<file path="src/design/pamux_cfg.svh">
// offsets, field positions, reset values and mode codes of the port a function mux
`ifndef PAMUX_CFG_SVH
`define PAMUX_CFG_SVH

// ==========================================================
// register byte offsets
`define PAMUX_OFS_FUNC_SEL 12'h000
`define PAMUX_OFS_PORT_OUT 12'h004
`define PAMUX_OFS_PORT_DIR 12'h008
`define PAMUX_OFS_PORT_PIN 12'h00C
`define PAMUX_OFS_PIN_DRIVE 12'h010

// ==========================================================
// reset values
`define PAMUX_RST_FUNC_SEL 8'h00
`define PAMUX_RST_PORT_OUT 8'h00
`define PAMUX_RST_PORT_DIR 8'h00

// ==========================================================
// function select bit positions
`define PAMUX_BIT_TMR0 0
`define PAMUX_BIT_TMR1 1
`define PAMUX_BIT_MEMOE 2
`define PAMUX_BIT_MEMCS 3
`define PAMUX_BIT_FIFOWR 4
`define PAMUX_BIT_FIFORD 5
`define PAMUX_BIT_SER0 6
`define PAMUX_BIT_SER1 7

// ==========================================================
// timer and serial mode codes
`define PAMUX_MODE_SPLIT 2'h3
`define PAMUX_MODE_SYNC 2'h0

`endif

</file>
<file path="src/design/pamux_pkg.sv">
// types of the port a function mux
package pamux_pkg;

    // ==========================================================
    // apb slave states
    typedef enum logic [1:0] {
        PAMUX_IDLE = 2'b01,
        PAMUX_ANSWER = 2'b10
    } pamux_apb_state_type;

    // ==========================================================
    // state of the overflow pulse cell
    typedef struct packed {
        logic prevSrc;
        logic pulse;
    } pamux_pulse_type;

    // ==========================================================
    // state of the top module
    typedef struct packed {
        pamux_apb_state_type apbState;
        logic [7:0] funcSel;
        logic [7:0] portOut;
        logic [7:0] portDir;
        logic [7:0] pinSample;
        logic [7:0] pinDrv;
        logic [7:0] pinOe;
        logic pready;
        logic pslverr;
        logic [31:0] prdata;
    } pamux_main_type;

endpackage

</file>
<file path="src/design/pamux_ovf_pulse.sv">
// one-cycle overflow pulse of one timer, low byte source in split mode
`timescale 1ns/1ps
`include "pamux_cfg.svh"

module pamux_ovf_pulse (
    input wire logic mclk,
    input wire logic rst,
    input wire logic [1:0] timerMode,
    input wire logic ovfFull,
    input wire logic ovfLow,
    output logic overflowPulse
);

    pamux_pkg::pamux_pulse_type state_ff;
    pamux_pkg::pamux_pulse_type nxt_state;
    logic src;

    assign src = (timerMode == `PAMUX_MODE_SPLIT) ? ovfLow : ovfFull;

    // ==========================================================
    // edge of the selected overflow gives exactly one cycle high
    always_comb begin
        nxt_state = state_ff;
        nxt_state.prevSrc = src;
        nxt_state.pulse = src & ~state_ff.prevSrc;
        if (rst) begin
            nxt_state = '0;
        end
    end

    always_ff @(posedge mclk) begin
        state_ff <= nxt_state;
    end

    assign overflowPulse = state_ff.pulse;
endmodule

</file>
<file path="src/design/pamux_port_a.sv">
// port a pin function mux with apb register file
//
// Notes on behaviour
// - pin0 port bit, or timer0 overflow when selected
// - timer0 pulse is one cycle per overflow
// - timer0 split mode uses low byte overflow
// - pin1 port bit, or timer1 overflow when selected
// - timer1 one-cycle pulse, low byte when split
// - pin2 port bit, or memory output enable low
// - pin3 port bit, or memory chip select low
// - pin4 port bit, or fifo write strobe low
// - pin5 port bit, or fifo read strobe low
// - pin6 port bit, or serial0 data out
// - serial0 data only in sync mode, else 1
// - pin7 port bit, or serial1 data out
// - serial1 data in mode 0, 1 otherwise
`timescale 1ns/1ps
`include "pamux_cfg.svh"

module pamux_port_a (
    input wire logic mclk,
    input wire logic rst,
    // apb slave
    input wire logic psel,
    input wire logic penable,
    input wire logic pwrite,
    input wire logic [11:0] paddr,
    input wire logic [31:0] pwdata,
    output logic [31:0] prdata,
    output logic pready,
    output logic pslverr,
    // timer overflow events and modes
    input wire logic [1:0] timer0Mode,
    input wire logic timer0OvfFull,
    input wire logic timer0OvfLow,
    input wire logic [1:0] timer1Mode,
    input wire logic timer1OvfFull,
    input wire logic timer1OvfLow,
    // external memory and fifo strobes, active low
    input wire logic memOeN,
    input wire logic memCsN,
    input wire logic fifoWriteStrobeN,
    input wire logic fifoReadStrobeN,
    // serial ports
    input wire logic [1:0] serial0Mode,
    input wire logic serial0SyncDataOut,
    input wire logic [1:0] serial1Mode,
    input wire logic serial1SyncDataOut,
    // the eight pins
    input wire logic [7:0] firstPortBitIn,
    output logic [7:0] firstPortBitOut,
    output logic [7:0] firstPortBitOe
);

    localparam logic [4:0] HIT_FUNC = 5'h01;
    localparam logic [4:0] HIT_OUT = 5'h02;
    localparam logic [4:0] HIT_DIR = 5'h04;
    localparam logic [4:0] HIT_PIN = 5'h08;
    localparam logic [4:0] HIT_DRV = 5'h10;

    pamux_pkg::pamux_main_type state_ff;
    pamux_pkg::pamux_main_type nxt_state;

    logic timer0Pulse;
    logic timer1Pulse;
    logic serial0Val;
    logic serial1Val;
    logic [7:0] altVal;
    logic [4:0] hit;
    logic writeNow;

    // ==========================================================
    // address decode shared by read and write
    function automatic logic [4:0] pamux_decode(input logic [11:0] addr);
        logic [4:0] oneHot;
        oneHot = 5'h00;
        case (addr)
            `PAMUX_OFS_FUNC_SEL: begin
                oneHot = HIT_FUNC;
            end
            `PAMUX_OFS_PORT_OUT: begin
                oneHot = HIT_OUT;
            end
            `PAMUX_OFS_PORT_DIR: begin
                oneHot = HIT_DIR;
            end
            `PAMUX_OFS_PORT_PIN: begin
                oneHot = HIT_PIN;
            end
            `PAMUX_OFS_PIN_DRIVE: begin
                oneHot = HIT_DRV;
            end
            default: begin
                oneHot = 5'h00;
            end
        endcase
        return oneHot;
    endfunction

    // ==========================================================
    // timer overflow pulse cells
    pamux_ovf_pulse u_timer0Pulse (
        .mclk(mclk),
        .rst(rst),
        .timerMode(timer0Mode),
        .ovfFull(timer0OvfFull),
        .ovfLow(timer0OvfLow),
        .overflowPulse(timer0Pulse)
    );

    pamux_ovf_pulse u_timer1Pulse (
        .mclk(mclk),
        .rst(rst),
        .timerMode(timer1Mode),
        .ovfFull(timer1OvfFull),
        .ovfLow(timer1OvfLow),
        .overflowPulse(timer1Pulse)
    );

    // ==========================================================
    // alternate function values
    assign serial0Val = (serial0Mode == `PAMUX_MODE_SYNC) ? serial0SyncDataOut : 1'b1;
    assign serial1Val = (serial1Mode == `PAMUX_MODE_SYNC) ? serial1SyncDataOut : 1'b1;

    always_comb begin
        altVal = 8'h00;
        altVal[`PAMUX_BIT_TMR0] = timer0Pulse;
        altVal[`PAMUX_BIT_TMR1] = timer1Pulse;
        altVal[`PAMUX_BIT_MEMOE] = memOeN;
        altVal[`PAMUX_BIT_MEMCS] = memCsN;
        altVal[`PAMUX_BIT_FIFOWR] = fifoWriteStrobeN;
        altVal[`PAMUX_BIT_FIFORD] = fifoReadStrobeN;
        altVal[`PAMUX_BIT_SER0] = serial0Val;
        altVal[`PAMUX_BIT_SER1] = serial1Val;
    end

    assign hit = pamux_decode(paddr);
    assign writeNow = (state_ff.apbState == pamux_pkg::PAMUX_ANSWER) && psel && penable
        && pwrite;

    // ==========================================================
    // next state
    always_comb begin
        nxt_state = state_ff;
        nxt_state.pinSample = firstPortBitIn;
        nxt_state.pready = 1'b0;
        nxt_state.pslverr = 1'b0;

        // selected pins take the alternate function and always drive
        nxt_state.pinDrv = (state_ff.funcSel & altVal) | (~state_ff.funcSel & state_ff.portOut);
        nxt_state.pinOe = state_ff.funcSel | state_ff.portDir;

        case (state_ff.apbState)
            pamux_pkg::PAMUX_IDLE: begin
                if (psel && !penable) begin
                    nxt_state.apbState = pamux_pkg::PAMUX_ANSWER;
                    nxt_state.pready = 1'b1;
                    nxt_state.pslverr = (hit == 5'h00);
                    nxt_state.prdata = 32'h0000_0000;
                    if (!pwrite) begin
                        case (hit)
                            HIT_FUNC: begin
                                nxt_state.prdata = {24'h00_0000, state_ff.funcSel};
                            end
                            HIT_OUT: begin
                                nxt_state.prdata = {24'h00_0000, state_ff.portOut};
                            end
                            HIT_DIR: begin
                                nxt_state.prdata = {24'h00_0000, state_ff.portDir};
                            end
                            HIT_PIN: begin
                                nxt_state.prdata = {24'h00_0000, state_ff.pinSample};
                            end
                            HIT_DRV: begin
                                nxt_state.prdata = {16'h0000, state_ff.pinOe,
                                    state_ff.pinDrv};
                            end
                            default: begin
                                nxt_state.prdata = 32'h0000_0000;
                            end
                        endcase
                    end
                end
            end
            pamux_pkg::PAMUX_ANSWER: begin
                nxt_state.apbState = pamux_pkg::PAMUX_IDLE;
                if (writeNow) begin
                    case (hit)
                        HIT_FUNC: begin
                            nxt_state.funcSel = pwdata[7:0];
                        end
                        HIT_OUT: begin
                            nxt_state.portOut = pwdata[7:0];
                        end
                        HIT_DIR: begin
                            nxt_state.portDir = pwdata[7:0];
                        end
                        default: begin
                            nxt_state.funcSel = state_ff.funcSel;
                        end
                    endcase
                end
            end
            default: begin
                nxt_state.apbState = pamux_pkg::PAMUX_IDLE;
            end
        endcase

        if (rst) begin
            nxt_state.apbState = pamux_pkg::PAMUX_IDLE;
            nxt_state.funcSel = `PAMUX_RST_FUNC_SEL;
            nxt_state.portOut = `PAMUX_RST_PORT_OUT;
            nxt_state.portDir = `PAMUX_RST_PORT_DIR;
            nxt_state.pinSample = 8'h00;
            nxt_state.pinDrv = 8'h00;
            nxt_state.pinOe = 8'h00;
            nxt_state.pready = 1'b0;
            nxt_state.pslverr = 1'b0;
            nxt_state.prdata = 32'h0000_0000;
        end
    end

    always_ff @(posedge mclk) begin
        state_ff <= nxt_state;
    end

    // ==========================================================
    // outputs
    assign prdata = state_ff.prdata;
    assign pready = state_ff.pready;
    assign pslverr = state_ff.pslverr;
    assign firstPortBitOut = state_ff.pinDrv;
    assign firstPortBitOe = state_ff.pinOe;

    // deselected low pins behave as plain port bits
    for (genvar i = 0; i < 6; i++) begin : g_port_bit

    end
endmodule

</file>
<file path="config.mk">
export PLATFORM = sky130hd
export DESIGN_NAME = pamux_port_a
export DESIGN_NICKNAME = d
export VERILOG_FILES = /design/src/design/pamux_pkg.sv /design/src/design/pamux_ovf_pulse.sv /design/src/design/pamux_port_a.sv
export VERILOG_INCLUDE_DIRS = /design/src /design/src/design
export SDC_FILE = /design/constraint.sdc
export NUM_CORES = 1
export LEC_CHECK = 0
export BUFFER_PORTS_ARGS = -buffer_cell sky130_fd_sc_hd__buf_2
export CAP_MARGIN = 10
export CORE_ASPECT_RATIO = 0.6
export CORE_MARGIN = 3
export CORE_UTILIZATION = 44
export DETAILED_ROUTE_END_ITERATION = 8
export PLACE_DENSITY_LB_ADDON = 0.25
export SKIP_CTS_REPAIR_TIMING = 1
export SYNTH_ARGS = -nofsm -noshare
export SYNTH_HDL_FRONTEND = slang
export SYNTH_SLANG_ARGS = --single-unit
</file>
<file path="constraint.sdc">
create_clock -name mclk -period 1.54 [get_ports mclk]
set_input_delay 0.154 -clock mclk [delete_from_list [all_inputs] [get_ports mclk]]
set_output_delay 0.154 -clock mclk [all_outputs]
set_load 0.02 [all_outputs]
</file>
==> flow_summary.ini <==
[min_path]
hp-class = input pin to flop

[setup_path]
critPathLaunchType = flop
cp_num_cells = 7
critical_path_class = flop to flop
critPathRequiredTime_ns = 1.80
end_kind = flop
rr_startpoint = state_ff[83]
cp.arrival_ns = 1.83
endpoint = prdata[10]
path_delay_family = simple AND/OR/NAND/NOR gates
crit_chain = and4bb_2, buf_6, nand2_4, buf_6, nor4b_4, buf_6, a22o_1
startpoint = state_ff[83]
crit_slowest_cell = and4bb_2
slowest_delay_ns = 0.32
cp_max_fo = 8
r2r-end = prdata[10]
path_common_cell = buf_6
rrSetupSlack_ns = -0.03
reg2reg_depth = 7
critPathBufInv = 3

[drt]
wl_per_cell_um = 14.7
vias = 2425
first_pass_iters = 4
ant_nets = 0
vias_per_cell = 4.92
routed_wl_mm = 7.24
drt_iter0_drc = 90
drt_drc_violations_left = 0

[sta]
clock_skew_ns = 0.00334
hold_violations = 0
setup_viol = 8
worst_slew_pin_slew_ns = 0.640
drv_slew = 0
timing.fmax_mhz = 638
rsz0062_at_grt = yes
setup_ws_ns = -0.0277
relSlewSlack_pct = 57.3
whs_ns = 0.0434
finalCritPeriodShare_pct = 102
fin_crit_ns = 1.57

[clocking]
cts_buffer_depth = 2
ctsRootBufferMaster = clkbuf_16
cts_made_buffers = 9
cts_tree = yes
clock-sinks = 72
htreeDepth = 3
clk_latency_ns = 0.32
clk_pin_slew_ns = 0.05

[cells_and_area]
drive_above_1_share_pct = 34.5
antenna_cells = 0
layout.nets = 478
final_cell_count_no_fill = 493
nFillCells = 630
multi_input_area_sq_um = 1420
syn_to_final_growth_pct = 20.7
regArea_sq_um = 1440

[synth]
synth-edff-count = 0
synth_ff_type = dfxtp_1
ys_seq_area_share_pct = 44.8
yosysUniqueCellTypes = 32
avgSynthCellArea_sq_um = 9.77
synth_cells = 329
ys_top_cells_by_count = 72 x dfxtp_1, 49 x buf_4, 30 x mux2i_1
netlist_area_sq_um = 3210
synthArstFlopShare_pct = 0
synth.most_common_cell = dfxtp_1
ys_ff_latch = 72
synth_area_leaders = dfxtp_1 45%, buf_4 11%, mux2i_1 9.3%
yosysWarnings = 0
yosys.area.top_type = dfxtp_1
post-synth-top-area-fraction_pct = 44.8

[die]
core_area_sq_um = 6880
die_area_sq_um = 8400
start_util_pct = 46.7
num_io_pins = 125
die_h_um = 72.2
rows = 23
die_w_um = 116

[grt]
grt.overflow.total = 0
grt_pass1_wl_mm = 11.5
top_usage_layer = met2
use_met1_pct = 25.3
met2_usage_pct = 26.4
antenna_found_initial = 0
grt_pass1_vias = 2387
grt_start_max_net_pins = 61
grtUsageMet3_pct = 7.00
grt_usage_pct = 17.9

[power_and_ir_drop]
report.power.total_mw = 3.95
p_leak_nw = 1.80
vdd_drop_max_mv = 0.596
p_per_area_nw_per_um2 = 1020

[placement]
port_buffers = 84
place_hpwl_mm = 5.44
place_congestion = 0.799
place_inst = 476

[job]
maxCapViolCount = 0

[outcome]
violations = negative setup slack
status = finished with violations
==> worst register-to-register path, stage by stage, from the launching register on <==
cell      delay [ns]
dfxtp_2         0.31
and4bb_2        0.32
buf_6           0.11
nand2_4         0.05
buf_6           0.13
nor4b_4         0.27
buf_6           0.17
a22o_1          0.13
==> metrics by stage <==
step	worst slack, ns	TNS, ns	instance area, sq um	utilization (%)
floorplan	0.0912	0	3270	-
global placement	-0.213	-3.44	3560	51.8
detailed placement	-0.306	-4.84	3560	51.8
CTS	-0.323	-3.73	3820	55.5
global route	-0.0953	-1.07	3880	56.4
finish	-0.0277	-0.108	3880	56.4
==> routing by layer <==
layer  vias up  part of all wire [%]
met2        79                    42
met4         0                  0.43
met5         -                     0
met3         4                   7.3
li1       1214                     -
met1      1128                    50
==> layout make-up <==
class                   instances  share of cell area (%)
flip-flops and latches         72                    37.2
multi-input cells             206                    36.5
repair buffers                112                    16.7
clock buffers                  13                    6.45
well taps                      87                    2.81
inverters                       2                   0.193
clock inverters                 1                   0.129
==> placed cells by master, fill, tap and decap left out, types with 4 or more instances in the layout <==
master / instances
a22o_1: 8
buf_6: 5
mux2i_1: 30
nor3_1: 11
nand2b_1: 24
a2bb2oi_1: 8
buf_4: 23
conb_1: 16
buf_2: 84
nor2_1: 27
dfxtp_1: 71
clkbuf_16: 9
nand2_1: 4
o21ai_0: 15
nor2b_1: 22
a221o_1: 8
mux2_2: 8
==> cells by family (layout without fill, tap and decap cells) <==
family	Yosys count	count (layout)	synth area share [%]
AO/OA/AOI/OAI	46	46	10.4
buffers and inverters	66	128	13.5
flip-flops	72	72	44.8
multiplexers	38	38	12.1
other	1	16	0.117
AND/OR/NAND/NOR	106	106	19.0
==> how the worst min path moves through the flow <==
stage                           start      endpoint  slack [ns]  cells after the start
global route        firstPortBitIn[6]  state_ff[56]        0.05                      2
detailed placement  firstPortBitIn[3]  state_ff[53]        0.37                      2
CTS                 firstPortBitIn[2]  state_ff[52]        0.03                      2
floorplan                         rst  state_ff[83]        0.24                      1
finish              firstPortBitIn[1]  state_ff[51]        0.04                      2
global placement    firstPortBitIn[4]  state_ff[54]        0.37                      2
==> registers in the layout, indices dropped and copies added, names as in the netlist <==
| name | flops |
|---|---|
| u_timer1Pulse.state_ff | 1 |
| pready | 1 |
| prdata | 16 |
| state_ff | 34 |
| u_timer1Pulse.overflowPulse | 1 |
| firstPortBitOe | 8 |
| u_timer0Pulse.overflowPulse | 1 |
| u_timer0Pulse.state_ff | 1 |
| pslverr | 1 |
| firstPortBitOut | 8 |
==> power breakdown <==
group	internal [mW]	switching (mW)
combinational	0.122	0.153
sequential	1.89	0.00581
clock	1.11	0.673
No activity file was read; power rests on OpenSTA's default activity.
